<file path="src/cgm_consts.svh">
// Summary of operation
// idle stops processor clock until interrupt or reset; peripherals keep own enables
// peripheral dma channel clock keeps running during idle
// after reset the block runs in slow-clock mode
// slow-clock mode keeps main oscillator and pll powered down; code powers down only the pll, the oscillator follows its enable bit
// standby is slow-clock mode plus stopped processor clock, woken by event
// low speed permanent clock is never switched off
// master clock always supplied to permanently running modules
// processor clock follows master clock, gated off in idle
// optional divide-by-two stage, presence fixed at build time
// main oscillator disabled when reset is released
// clearing oscillator enable stops oscillator and clears stable flag
// enable write clears stable, loads count, decrements per slow/8 tick
// startup count field is 8 bits, software sizes it for crystal
// counter reaching zero sets oscillator stable flag
// masked-in stable event raises processor interrupt request
// frequency count starts on main clock after next slow rising edge
// 16th slow falling edge stops counter and sets measure ready
// measured count gives main cycles in 16 slow periods; code counts from a slow rise to the 16th slow fall, 15.5 slow periods
// stable flag clear resets measurement and ready flag
`ifndef CGM_CONSTS_SVH
`define CGM_CONSTS_SVH

// register byte offsets
`define CGM_OFS_MODE      8'h00
`define CGM_OFS_PERIPH    8'h04
`define CGM_OFS_OSC       8'h08
`define CGM_OFS_FREQ      8'h0C
`define CGM_OFS_IRQ_STAT  8'h10
`define CGM_OFS_IRQ_MASK  8'h14
`define CGM_OFS_STATE     8'h18

// mode register fields
`define CGM_MODE_IDLE_BIT  0
`define CGM_MODE_SLOW_BIT  1
`define CGM_MODE_DIV2_BIT  2

// oscillator register fields
`define CGM_OSC_EN_BIT     0
`define CGM_OSC_CNT_LSB    8
`define CGM_OSC_CNT_MSB    15

// event bits in status and mask
`define CGM_EVT_STABLE     0
`define CGM_EVT_READY      1
`define CGM_EVT_W          2

// frequency register fields
`define CGM_FREQ_RDY_BIT   16
`define CGM_FREQ_W         16

// state register fields
`define CGM_STATE_MODE_LSB    0
`define CGM_STATE_MODE_MSB    3
`define CGM_STATE_STABLE_BIT  4
`define CGM_STATE_RUN_BIT     5
`define CGM_STATE_MEAS_BIT    6

// timing
`define CGM_PRESCALE_W     3
`define CGM_MEAS_PERIODS   5'h10
`define CGM_DIV2_PRESENT   1'b1

`define CGM_ALL_ONES32     32'hFFFFFFFF
`define CGM_ZERO32         32'h00000000

`endif

</file>
<file path="src/cgm_pkg.sv">
package cgm_pkg;

  typedef enum logic [3:0] {
    MODE_NORMAL  = 4'b0001,
    MODE_IDLE    = 4'b0010,
    MODE_SLOW    = 4'b0100,
    MODE_STANDBY = 4'b1000
  } cgm_mode_t;

endpackage

</file>
<file path="src/cgm_top.sv">
// Added by the designer: the placing of the registers and the APB register port.
`timescale 1ns/1ps
`include "cgm_consts.svh"

module cgm_top (
  // system
  input  wire logic        CLK,
  input  wire logic        SYS_RST,
  // apb slave
  input  wire logic        PSEL,
  input  wire logic        PENABLE,
  input  wire logic        PWRITE,
  input  wire logic [7:0]  PADDR,
  input  wire logic [31:0] PWDATA,
  output logic      [31:0] PRDATA,
  output logic             PREADY,
  output logic             PSLVERR,
  // clock sources and wake request from pins
  input  wire logic        SLOW_CLK_IN,
  input  wire logic        MAIN_CLK_IN,
  input  wire logic        IRQ_WAKE,
  // clock enables out
  output logic             PROC_CLK_EN,
  output logic             MASTER_CLK_EN,
  output logic             SLOW_CLK_EN,
  output logic             DMA_CLK_EN,
  output logic      [31:0] PERIPH_CLK_EN,
  output logic             MASTER_SRC_SLOW,
  output logic             MASTER_DIV2_EN,
  output logic             OSC_PWR_EN,
  output logic             PLL_PWR_EN,
  // interrupt
  output logic             IRQ
);

  // synchronisers: stage one feeds only stage two
  logic [1:0] slow_sync_r;
  logic [1:0] main_sync_r;
  logic [1:0] wake_sync_r;
  logic       slow_prev_r;
  logic       main_prev_r;

  always_ff @(posedge CLK or posedge SYS_RST) begin
    if (SYS_RST) begin
      slow_sync_r <= 2'h0;
      main_sync_r <= 2'h0;
      wake_sync_r <= 2'h0;
      slow_prev_r <= 1'b0;
      main_prev_r <= 1'b0;
    end else begin
      slow_sync_r <= {slow_sync_r[0], SLOW_CLK_IN};
      main_sync_r <= {main_sync_r[0], MAIN_CLK_IN};
      wake_sync_r <= {wake_sync_r[0], IRQ_WAKE};
      slow_prev_r <= slow_sync_r[1];
      main_prev_r <= main_sync_r[1];
    end
  end

  // main clock above half of CLK aliases; measure only up to about 12 MHz
  logic slow_rise;
  logic slow_fall;
  logic main_rise;
  logic wake;
  assign slow_rise = slow_sync_r[1] & ~slow_prev_r;
  assign slow_fall = ~slow_sync_r[1] & slow_prev_r;
  assign main_rise = main_sync_r[1] & ~main_prev_r;
  assign wake      = wake_sync_r[1];

  // apb decode
  function automatic logic addr_mapped(input logic [7:0] a);
    addr_mapped = (a == `CGM_OFS_MODE) || (a == `CGM_OFS_PERIPH) ||
                  (a == `CGM_OFS_OSC) || (a == `CGM_OFS_FREQ) ||
                  (a == `CGM_OFS_IRQ_STAT) || (a == `CGM_OFS_IRQ_MASK) ||
                  (a == `CGM_OFS_STATE);
  endfunction

  logic setup;
  logic wr_en;
  assign setup = PSEL & ~PENABLE;
  assign wr_en = PSEL & PENABLE & PWRITE & PREADY & ~PSLVERR;

  function automatic logic wr_to(input logic [7:0] ofs);
    wr_to = wr_en && (PADDR == ofs);
  endfunction

  // registers
  cgm_pkg::cgm_mode_t mode_r;
  logic        div2_r;
  logic [31:0] periph_r;
  logic        osc_en_r;
  logic [7:0]  osc_cnt_r;
  logic        osc_run_r;
  logic        osc_stable_r;
  logic [`CGM_PRESCALE_W-1:0] presc_r;
  logic        fm_arm_r;
  logic        fm_run_r;
  logic        fm_rdy_r;
  logic [4:0]  fm_falls_r;
  logic [`CGM_FREQ_W-1:0] fm_cnt_r;
  logic [`CGM_EVT_W-1:0]  irq_stat_r;
  logic [`CGM_EVT_W-1:0]  irq_mask_r;
  logic        stable_set;
  logic        ready_set;
  logic        tick8;

  // slow clock divided by eight
  assign tick8 = slow_rise && (presc_r == {`CGM_PRESCALE_W{1'b1}});

  always_ff @(posedge CLK or posedge SYS_RST) begin
    if (SYS_RST) begin
      presc_r <= '0;
    end else if (slow_rise) begin
      presc_r <= presc_r + 1'b1;
    end
  end

  // oscillator enable and startup counter
  logic osc_wr;
  logic osc_wr_en;
  assign osc_wr    = wr_to(`CGM_OFS_OSC);
  assign osc_wr_en = osc_wr & PWDATA[`CGM_OSC_EN_BIT];
  assign stable_set = osc_run_r & tick8 & (osc_cnt_r == 8'h00) & ~osc_wr;

  always_ff @(posedge CLK or posedge SYS_RST) begin
    if (SYS_RST) begin
      // osc off at reset
      osc_en_r     <= 1'b0;
      osc_cnt_r    <= 8'h00;
      osc_run_r    <= 1'b0;
      osc_stable_r <= 1'b0;
    end else if (osc_wr_en) begin
      // load and restart
      // eight bit count
      osc_en_r     <= 1'b1;
      osc_cnt_r    <= PWDATA[`CGM_OSC_CNT_MSB:`CGM_OSC_CNT_LSB];
      osc_run_r    <= 1'b1;
      osc_stable_r <= 1'b0;
    end else if (osc_wr) begin
      // disable clears stable
      osc_en_r     <= 1'b0;
      osc_cnt_r    <= PWDATA[`CGM_OSC_CNT_MSB:`CGM_OSC_CNT_LSB];
      osc_run_r    <= 1'b0;
      osc_stable_r <= 1'b0;
    end else if (stable_set) begin
      // zero sets stable
      osc_run_r    <= 1'b0;
      osc_stable_r <= 1'b1;
    end else if (osc_run_r && tick8) begin
      // decrement per tick
      osc_cnt_r    <= osc_cnt_r - 1'b1;
    end
  end

  // frequency measurement
  assign ready_set = fm_run_r & slow_fall & (fm_falls_r == `CGM_MEAS_PERIODS - 5'h01);

  always_ff @(posedge CLK or posedge SYS_RST) begin
    if (SYS_RST) begin
      fm_arm_r   <= 1'b0;
      fm_run_r   <= 1'b0;
      fm_rdy_r   <= 1'b0;
      fm_falls_r <= 5'h00;
      fm_cnt_r   <= '0;
    end else if (!osc_stable_r) begin
      // fresh measurement next time
      fm_arm_r   <= 1'b0;
      fm_run_r   <= 1'b0;
      fm_rdy_r   <= 1'b0;
      fm_falls_r <= 5'h00;
      fm_cnt_r   <= '0;
    end else if (!fm_arm_r) begin
      fm_arm_r <= 1'b1;
    end else if (!fm_run_r && !fm_rdy_r) begin
      // start after slow rise
      if (slow_rise) begin
        fm_run_r <= 1'b1;
      end
    end else if (fm_run_r) begin
      // count main cycles
      if (main_rise) begin
        fm_cnt_r <= fm_cnt_r + 1'b1;
      end
      if (ready_set) begin
        // stop on 16th fall
        fm_run_r <= 1'b0;
        fm_rdy_r <= 1'b1;
      end else if (slow_fall) begin
        fm_falls_r <= fm_falls_r + 5'h01;
      end
    end
  end

  // operating mode
  logic mode_wr;
  logic req_idle;
  logic req_slow;
  assign mode_wr  = wr_to(`CGM_OFS_MODE);
  assign req_idle = PWDATA[`CGM_MODE_IDLE_BIT];
  // leaving slow mode needs a stable oscillator
  assign req_slow = PWDATA[`CGM_MODE_SLOW_BIT] | ~osc_stable_r;

  always_ff @(posedge CLK or posedge SYS_RST) begin
    if (SYS_RST) begin
      // slow mode after reset
      mode_r <= cgm_pkg::MODE_SLOW;
      div2_r <= 1'b0;
    end else begin
      if (mode_wr) begin
        // build-time divider
        div2_r <= PWDATA[`CGM_MODE_DIV2_BIT] & `CGM_DIV2_PRESENT;
      end
      unique case (mode_r)
        cgm_pkg::MODE_NORMAL: begin
          if (osc_wr && !osc_wr_en) begin
            mode_r <= cgm_pkg::MODE_SLOW;
          end else if (mode_wr) begin
            // enter idle
            mode_r <= req_idle ? (req_slow ? cgm_pkg::MODE_STANDBY : cgm_pkg::MODE_IDLE)
                               : (req_slow ? cgm_pkg::MODE_SLOW : cgm_pkg::MODE_NORMAL);
          end
        end
        cgm_pkg::MODE_IDLE: begin
          // wake on interrupt
          if (wake) begin
            mode_r <= cgm_pkg::MODE_NORMAL;
          end else if (osc_wr && !osc_wr_en) begin
            mode_r <= cgm_pkg::MODE_STANDBY;
          end
        end
        cgm_pkg::MODE_SLOW: begin
          if (mode_wr) begin
            mode_r <= req_idle ? (req_slow ? cgm_pkg::MODE_STANDBY : cgm_pkg::MODE_IDLE)
                               : (req_slow ? cgm_pkg::MODE_SLOW : cgm_pkg::MODE_NORMAL);
          end
        end
        cgm_pkg::MODE_STANDBY: begin
          // standby wakes to slow
          if (wake) begin
            mode_r <= cgm_pkg::MODE_SLOW;
          end
        end
      endcase
    end
  end

  logic in_slow;
  logic in_idle;
  assign in_slow = (mode_r == cgm_pkg::MODE_SLOW) || (mode_r == cgm_pkg::MODE_STANDBY);
  assign in_idle = (mode_r == cgm_pkg::MODE_IDLE) || (mode_r == cgm_pkg::MODE_STANDBY);

  // peripheral enables and interrupt registers
  always_ff @(posedge CLK or posedge SYS_RST) begin
    if (SYS_RST) begin
      periph_r   <= `CGM_ZERO32;
      irq_mask_r <= '0;
    end else begin
      if (wr_to(`CGM_OFS_PERIPH)) begin
        periph_r <= PWDATA;
      end
      if (wr_to(`CGM_OFS_IRQ_MASK)) begin
        irq_mask_r <= PWDATA[`CGM_EVT_W-1:0];
      end
    end
  end

  // sticky events, a new event beats a same-cycle clear
  logic [`CGM_EVT_W-1:0] evt;
  logic [`CGM_EVT_W-1:0] clr;
  always_comb begin
    evt = '0;
    evt[`CGM_EVT_STABLE] = stable_set;
    evt[`CGM_EVT_READY]  = ready_set;
    clr = wr_to(`CGM_OFS_IRQ_STAT) ? PWDATA[`CGM_EVT_W-1:0] : '0;
  end

  always_ff @(posedge CLK or posedge SYS_RST) begin
    if (SYS_RST) begin
      irq_stat_r <= '0;
    end else begin
      irq_stat_r <= (irq_stat_r & ~clr) | evt;
    end
  end

  // outputs, all registered
  always_ff @(posedge CLK or posedge SYS_RST) begin
    if (SYS_RST) begin
      PROC_CLK_EN     <= 1'b1;
      MASTER_CLK_EN   <= 1'b1;
      SLOW_CLK_EN     <= 1'b1;
      DMA_CLK_EN      <= 1'b1;
      PERIPH_CLK_EN   <= `CGM_ZERO32;
      MASTER_SRC_SLOW <= 1'b1;
      MASTER_DIV2_EN  <= 1'b0;
      OSC_PWR_EN      <= 1'b0;
      PLL_PWR_EN      <= 1'b0;
      IRQ             <= 1'b0;
    end else begin
      // gated in idle
      PROC_CLK_EN     <= ~in_idle;
      // master always on
      MASTER_CLK_EN   <= 1'b1;
      // slow never off
      SLOW_CLK_EN     <= 1'b1;
      // dma runs in idle
      DMA_CLK_EN      <= 1'b1;
      PERIPH_CLK_EN   <= periph_r;
      MASTER_SRC_SLOW <= in_slow;
      MASTER_DIV2_EN  <= div2_r;
      // slow mode powers down pll, osc follows enable
      OSC_PWR_EN      <= osc_en_r;
      PLL_PWR_EN      <= ~in_slow;
      // masked stable interrupt
      IRQ             <= |(((irq_stat_r & ~clr) | evt) & irq_mask_r);
    end
  end

  // apb answer: data captured in setup, ready in access, no wait states
  logic [31:0] rd_mux;
  always_comb begin
    rd_mux = `CGM_ZERO32;
    unique case (PADDR)
      `CGM_OFS_MODE: begin
        rd_mux[`CGM_MODE_IDLE_BIT] = in_idle;
        rd_mux[`CGM_MODE_SLOW_BIT] = in_slow;
        rd_mux[`CGM_MODE_DIV2_BIT] = div2_r;
      end
      `CGM_OFS_PERIPH: rd_mux = periph_r;
      `CGM_OFS_OSC: begin
        rd_mux[`CGM_OSC_EN_BIT] = osc_en_r;
        rd_mux[`CGM_OSC_CNT_MSB:`CGM_OSC_CNT_LSB] = osc_cnt_r;
      end
      `CGM_OFS_FREQ: begin
        rd_mux[`CGM_FREQ_W-1:0]  = fm_cnt_r;
        rd_mux[`CGM_FREQ_RDY_BIT] = fm_rdy_r;
      end
      `CGM_OFS_IRQ_STAT: rd_mux[`CGM_EVT_W-1:0] = irq_stat_r;
      `CGM_OFS_IRQ_MASK: rd_mux[`CGM_EVT_W-1:0] = irq_mask_r;
      `CGM_OFS_STATE: begin
        rd_mux[`CGM_STATE_MODE_MSB:`CGM_STATE_MODE_LSB] = mode_r;
        rd_mux[`CGM_STATE_STABLE_BIT] = osc_stable_r;
        rd_mux[`CGM_STATE_RUN_BIT]    = osc_run_r;
        rd_mux[`CGM_STATE_MEAS_BIT]   = fm_run_r;
      end
      default: rd_mux = `CGM_ZERO32;
    endcase
  end

  always_ff @(posedge CLK or posedge SYS_RST) begin
    if (SYS_RST) begin
      PRDATA  <= `CGM_ZERO32;
      PREADY  <= 1'b0;
      PSLVERR <= 1'b0;
    end else begin
      PREADY  <= setup;
      PSLVERR <= setup & ~addr_mapped(PADDR);
      if (setup && !PWRITE) begin
        PRDATA <= rd_mux;
      end
    end
  end

endmodule // cgm_top

</file>
<file path="config.mk">
export PLATFORM = sky130hd
export DESIGN_NAME = cgm_top
export DESIGN_NICKNAME = d
export VERILOG_FILES = /design/src/cgm_pkg.sv /design/src/cgm_top.sv
export VERILOG_INCLUDE_DIRS = /design/src
export SDC_FILE = /design/constraint.sdc
export NUM_CORES = 1
export LEC_CHECK = 0
export BUFFER_PORTS_ARGS = -buffer_cell sky130_fd_sc_hd__buf_2
export CAP_MARGIN = 15
export CORE_MARGIN = 5
export CORE_UTILIZATION = 47
export CTS_BUF_LIST = sky130_fd_sc_hd__clkbuf_4
export DETAILED_ROUTE_END_ITERATION = 16
export PLACE_DENSITY = 0.69
export SYNTH_ARGS = -nofsm -noshare
export SYNTH_HDL_FRONTEND = slang
export SYNTH_SLANG_ARGS = --single-unit
</file>
<file path="constraint.sdc">
create_clock -name CLK -period 11.2 [get_ports CLK]
set_clock_uncertainty 0.2 [all_clocks]
set_input_delay 2.8 -clock CLK [delete_from_list [all_inputs] [get_ports CLK]]
set_output_delay 2.8 -clock CLK [all_outputs]
set_load 0.005 [all_outputs]
</file>
==> metrics.yaml, run 1 <==
avgViaCountPerCell: 5.59
antenna_found_initial: 0
finalSetupViolations: 0
r2r_cells: 4
seq_area_frac_synth: 0.574
wirelength_um: 16000
fmax_mhz: 215
power_density_nw_per_um2: 132
worst_path_largest_cell_delay_ps: 480
io_pins: 123
cpMostUsedCell: "buf_4"
start_kind: "input port"
cts_tree: "done"
h-tree-depth: 4
drt-initial-drc-count: 248
cp_max_fo: 32
cpMaxStageDelayCell: "or3b_4"
grt.overflow.total: 0
multi_input_area_sq_um: 2720
routedWlPerCell_um: 17.8
n_antenna_cell: 0
gr-usage-all-layers: 0.188
synth_top_area_cell: "dfrtp_1"
ys_ff_latch: 159
maxSlewViolCount: 0
p_seq_frac: 0.615
cellLeakagePower_nw: 3.94
switchingPower_w: 0.000289
cts.clk_slew.worst_paths_ps: 140
relSlewSlack: 0.389
ant_nets: 0
numCtsBuffers: 17
nets: 759
endpoint_kind: "register"
crit_family: "buffers and inverters"
synthCells: 599
synth_area_sq_um: 6940
synth_edf_count: 0
p_clk_frac: 0.276
synthFlopType: "dfrtp_1"
die_h_um: 132
dieArea_sq_um: 17300
start_util: 0.478
holdBufCountCts: 0
synthTopCellsByArea: "dfrtp_1 (56%), mux2_4 (6.5%), nand2_1 (3.5%), mux2_2 (2.8%), nand3_1 (1.9%)"
maxCapViolCount: 0
critical_path_buf_inv_count: 3
startpoint: "PADDR[2]"
core_area_sq_um: 14500
vias: 5041
fin_hold_ws_ps: 138
swShare: 0.280
nFillCells: 1301
register_area_sq_um: 3980
grt_start_max_net_pins: 105
layout_min_cycle_time_ps: 4660
post_dp_cell_area_sq_um: 7630
postCtsSetupRepairBufs: 0
synth_top_cell_area_share: 0.562
worstPathArrival_ps: 4880
placement.io_buffers: 119
drc: 0
yosys_warnings: 0
cts_max_path_buffers: 2
status: "finished, final reports clean"
crit_cells: 7
p_comb_frac: 0.109
hold_class: "register to register"
rsz0062_at_grt: "false"
tns_ps: 0
synthTopCellsByCount: "dfrtp_1 (156), nand2_1 (64), nor2_1 (31)"
cp-endpoint: "periph_r[14]"
hold_viol_final: 0
postLayoutCellArea_sq_um: 7840
power.total_w: 0.00103
firstDrtPassIters: 5
place_congestion: 0.862
drive_gt1_frac: 0.294
postSynthAreaPerCell_sq_um: 11.6
worstMarginPinSlew_ps: 916
crit_type: "input port to register"
num_rows: 44
die_w_um: 132
place_hpwl_um: 11400
rrSetupSlack_ps: 8790
dp.cells: 870
p_int_w: 0.000743
rr_endpoint: "fm_cnt_r[13]"
post_cts_resized: 0
synthDistinctLibCells: 66
r2r_start: "fm_run_r"
synth.most_common_cell: "dfrtp_1"
cp_data_required_time_ps: 11420
cts.root.buffer_cell: "clkbuf_4"
async_flop_share: 1.00
ir_drop_mv: 0.0701
grt_pass1_wl_um: 26700
crit_chain: "buf_2, or3b_4, nor4_4, buf_4, nand3_2, buf_4, mux2_4"
period_share: 0.416
clock_sinks: 159
instances_no_fill: 901
first_global_vias: 4997
clkLatencyLatePin_ps: 550
area_growth_pct: 12.9
kinds of logic after synthesis:
kind of cell	count (synthesis)	share of synthesized area
other	1	0.000540
buffers and inverters	55	0.0362
XOR/XNOR	15	0.0189
adder cells (fa/ha/maj)	6	0.0108
AO/OA/AOI/OAI	102	0.100
AND/OR/NAND/NOR	207	0.157
flip-flops	159	0.574
multiplexers	54	0.103
metal layers:
metal | track usage | up-vias | wire, um
li1 | - | 2362 | -
met1 | 0.249 | 2521 | 7140
met2 | 0.304 | 140 | 7820
met3 | 0.0535 | 18 | 886
met4 | 0.0514 | 0 | 195
met5 | 0 | - | 0
area by class of cell:
cell class,instances,share of cell area
clock buffer,19,0.0182
clock inverter,12,0.00910
inverter,17,0.00878
multi-input combinational,387,0.347
sequential,159,0.508
tap,184,0.0294
timing repair buffer,123,0.0798
sequential cells by signal, summed over array words and instances, names as in the netlist, 2 cells and up:
signal and flops:
PERIPH_CLK_EN 32, PRDATA 32, periph_r 32, fm_cnt_r 16, osc_cnt_r 8, fm_falls_r 5, mode_r 4, presc_r 3
irq_mask_r 2, irq_stat_r 2, main_sync_r 2, slow_sync_r 2, wake_sync_r 2
cells in the final DEF, fill, tap and decap left out, types with 11 or more instances in the layout:
cell and count:
clkbuf_4 19, a21oi_1 13, mux2_4 30, mux2_2 17, buf_2 119, nor2_1 31
o21ai_0 24, a22oi_1 13, nand3_1 27, nand2_1 64, xnor2_1 11, inv_1 16
dfrtp_1 156
stage by stage:
step / utilization / setup WS, ps
finish: 0.540 / 6540
detailed placement: 0.525 / 5990
CTS: 0.540 / 6590
global placement: 0.525 / 6040
floorplan: - / 3910
global route: 0.540 / 6440
worst min-delay path by stage:
stage | slack, ps | from | end | cells after the start
2_1_floorplan | 130 | main_sync_r[0] | main_sync_r[1] | 0
4_1_cts | 160 | wake_sync_r[0] | wake_sync_r[1] | 0
3_3_place_gp | 130 | wake_sync_r[0] | wake_sync_r[1] | 0
5_1_grt | 170 | wake_sync_r[0] | wake_sync_r[1] | 0
3_5_place_dp | 140 | main_sync_r[0] | main_sync_r[1] | 0
6_report | 140 | wake_sync_r[0] | wake_sync_r[1] | 0
worst register-to-register path: cells and delay by family, from the launching register on:
family / cells / cell delay (ps)
simple gates: 2 / 990
compound gates: 2 / 620
flops: 1 / 540
power by group through the flow:
| stage | Clock, W | Sequential, W | Combinational [W] |
|---|---|---|---|
| 2_1_floorplan | 0 | 0.000635 | 0.0000839 |
| 3_3_place_gp | 0 | 0.000644 | 0.000107 |
| 3_5_place_dp | 0 | 0.000646 | 0.000114 |
| 4_1_cts | 0.000295 | 0.000635 | 0.000115 |
| 5_1_grt | 0.000321 | 0.000640 | 0.000129 |
| 6_report | 0.000285 | 0.000635 | 0.000112 |
Note: power is estimated with default switching activity, not from simulation.
==> run 2, diff against run 1 <==
--- a/config.mk
+++ b/config.mk
@@ -12,7 +12,7 @@
 export CORE_UTILIZATION = 47
 export CTS_BUF_LIST = sky130_fd_sc_hd__clkbuf_4
 export DETAILED_ROUTE_END_ITERATION = 16
-export PLACE_DENSITY = 0.69
+export PLACE_DENSITY = 0.72
 export SYNTH_ARGS = -nofsm -noshare
 export SYNTH_HDL_FRONTEND = slang
 export SYNTH_SLANG_ARGS = --single-unit
==> constraint.sdc (replaced) <==
create_clock -name CLK -period 4.05 [get_ports CLK]
set_clock_uncertainty 0.2 [all_clocks]
set_input_delay 1.0125 -clock CLK [delete_from_list [all_inputs] [get_ports CLK]]
set_output_delay 1.0125 -clock CLK [all_outputs]
set_load 0.005 [all_outputs]
==> run 2 against run 1 <==
Effect of this change:
- cell area up 1.2%
- first-iteration DRC count up 64%
- critical path depth down 1
- clock-buffer cell count up 1
- critical path type unchanged
- highest routed layer unchanged
==> metrics.yaml, run 2 (synthesis gave the netlist of run 1 again) <==
crit_family: "simple AND/OR/NAND/NOR gates"
start_util: 0.478  # unchanged
swShare: 0.272  # -0.00787
hold_viol_final: 0  # unchanged
rrSetupSlack_ps: 1750  # -7040 ps
worst_path_largest_cell_delay_ps: 480  # about the same
area_growth_pct: 14.3
post_dp_cell_area_sq_um: 7690  # +0.87%
final_common_cell: "dfrtp_1"
routedWlPerCell_um: 18.2  # +2.3%
relSlewSlack: 0.482  # +0.0929
reg_top3: "PERIPH_CLK_EN (32), PRDATA (32), periph_r (32)"
placement.io_buffers: 119  # unchanged
numCtsBuffers: 17  # unchanged
cp_data_required_time_ps: 4300  # -7120 ps
grt_pass1_wl_um: 27100  # +1.3%
cts_max_path_buffers: 2  # unchanged
worstPathArrival_ps: 3090  # -1790 ps
crit_chain: "buf_2, or3b_4, nor4_4, nand3_2, buf_12, mux2_4"
cpMaxStageDelayCell: "or3b_4"
p_comb_frac: 0.109  # about the same
fmax_mhz: 352
rsz0062_at_grt: "false"
drt-initial-drc-count: 407  # +64%
avgViaCountPerCell: 5.65  # +0.93%
hold_class: "register to register"
tns_ps: 0  # unchanged
antenna_found_initial: 0  # unchanged
maxSlewViolCount: 0  # unchanged
p_int_w: 0.00213  # +190%
cellLeakagePower_nw: 3.98  # +1.1%
finalSetupViolations: 0  # unchanged
layout_common_cells: "dfrtp_1 (156), buf_2 (119), nand2_1 (64)"
core_area_sq_um: 14500  # unchanged
endpoint_kind: "register"
die_w_um: 132  # unchanged
grt.overflow.total: 0  # unchanged
layout_min_cycle_time_ps: 2840
fin_util: 0.546  # +0.00654
cts_tree: "done"
h-tree-depth: 4  # unchanged
first_global_vias: 5075  # +1.6%
ant_nets: 0  # unchanged
ir_drop_mv: 0.170  # +140%
io_pins: 123  # unchanged
place_hpwl_um: 12000  # +5.8%
switchingPower_w: 0.000796  # +180%
drive_gt1_frac: 0.301  # +0.00627
die_h_um: 132  # unchanged
n_antenna_cell: 0  # unchanged
power.total_w: 0.00293  # +180%
post_cts_resized: 0  # unchanged
status: "finished, final reports clean"
worstMarginPinSlew_ps: 775  # -141 ps
cts.clk_slew.worst_paths_ps: 120  # -20 ps
clock_sinks: 159  # unchanged
p_clk_frac: 0.292  # +0.016
crit_type: "input port to register"
num_rows: 44  # unchanged
postLayoutCellArea_sq_um: 7940  # +1.2%
wirelength_um: 16500  # +2.8%
gr-usage-all-layers: 0.192  # +0.00438
power_density_nw_per_um2: 369  # +180%
grt_start_max_net_pins: 44  # -58%
maxCapViolCount: 0  # unchanged
clkLatencyLatePin_ps: 560  # about the same
start_kind: "input port"
p_seq_frac: 0.600  # -0.015
cts.root.buffer_cell: "clkbuf_4"
nets: 763  # +0.53%
postCtsSetupRepairBufs: 0  # unchanged
period_share: 0.701
holdBufCountCts: 0  # unchanged
drc: 0  # unchanged
firstDrtPassIters: 5  # unchanged
critical_path_buf_inv_count: 2  # -1
vias: 5116  # +1.5%
place_congestion: 0.939  # +8.9%
cp_max_fo: 23  # -28%
nFillCells: 1272  # -2.2%
dieArea_sq_um: 17300  # unchanged
[run 2: power groups by stage]
| stage | Clock, W | Sequential (W) | Combinational, W |
|---|---|---|---|
| finish | 0.000854 | 0.00175 | 0.000318 |
| global route | 0.000940 | 0.00177 | 0.000367 |
| CTS | 0.000879 | 0.00175 | 0.000324 |
| detailed placement | 0 | 0.00179 | 0.000322 |
| global placement | 0 | 0.00178 | 0.000303 |
| floorplan | 0 | 0.00176 | 0.000232 |
[run 2: path summary, 6_finish.rpt]
| kind | end | cells past startpoint | from |
|---|---|---|---|
| setup / recovery | periph_r[27] | 6 | PADDR[2] |
| hold / removal | slow_sync_r[1] | 0 | slow_sync_r[0] |
| setup reg to reg | fm_cnt_r[11] | 4 | fm_run_r |
| hold reg to reg | slow_sync_r[1] | 0 | slow_sync_r[0] |
| max in group asynchronous | PRDATA[11] | 3 | SYS_RST |
| min in group asynchronous | PERIPH_CLK_EN[22] | 2 | SYS_RST |
[run 2: through the flow]
step / setup WS [ps] / hold WS [ps] / instances
6_report: 1210 / 162 / 906
5_1_grt: 1020 / 170 / 906
4_1_cts: 1290 / 165 / 906
3_5_place_dp: 661 / 136 / 874
3_3_place_gp: 720 / 140 / 874
2_1_floorplan: 825 / 131 / 601
[run 2: metal layers]
| metal | global-route usage | vias up | wire [um] |
|---|---|---|---|
| li1 | - | 2365 | - |
| met1 | 0.261 | 2563 | 7220 |
| met2 | 0.308 | 171 | 8040 |
| met3 | 0.0455 | 17 | 1040 |
| met4 | 0.0600 | 0 | 202 |
| met5 | 0 | - | 0 |
[run 2: layout make-up]
type | instances | area, sq um | area share
Clock buffer | 20 | 150 | 0.0189
Multi-Input combinational cell | 387 | 2720 | 0.343
Timing Repair Buffer | 127 | 693 | 0.0873
Clock inverter | 12 | 92.6 | 0.0117
Sequential cell | 159 | 3980 | 0.502
Tap cell | 184 | 230 | 0.0290
Inverter | 17 | 67.6 | 0.00851
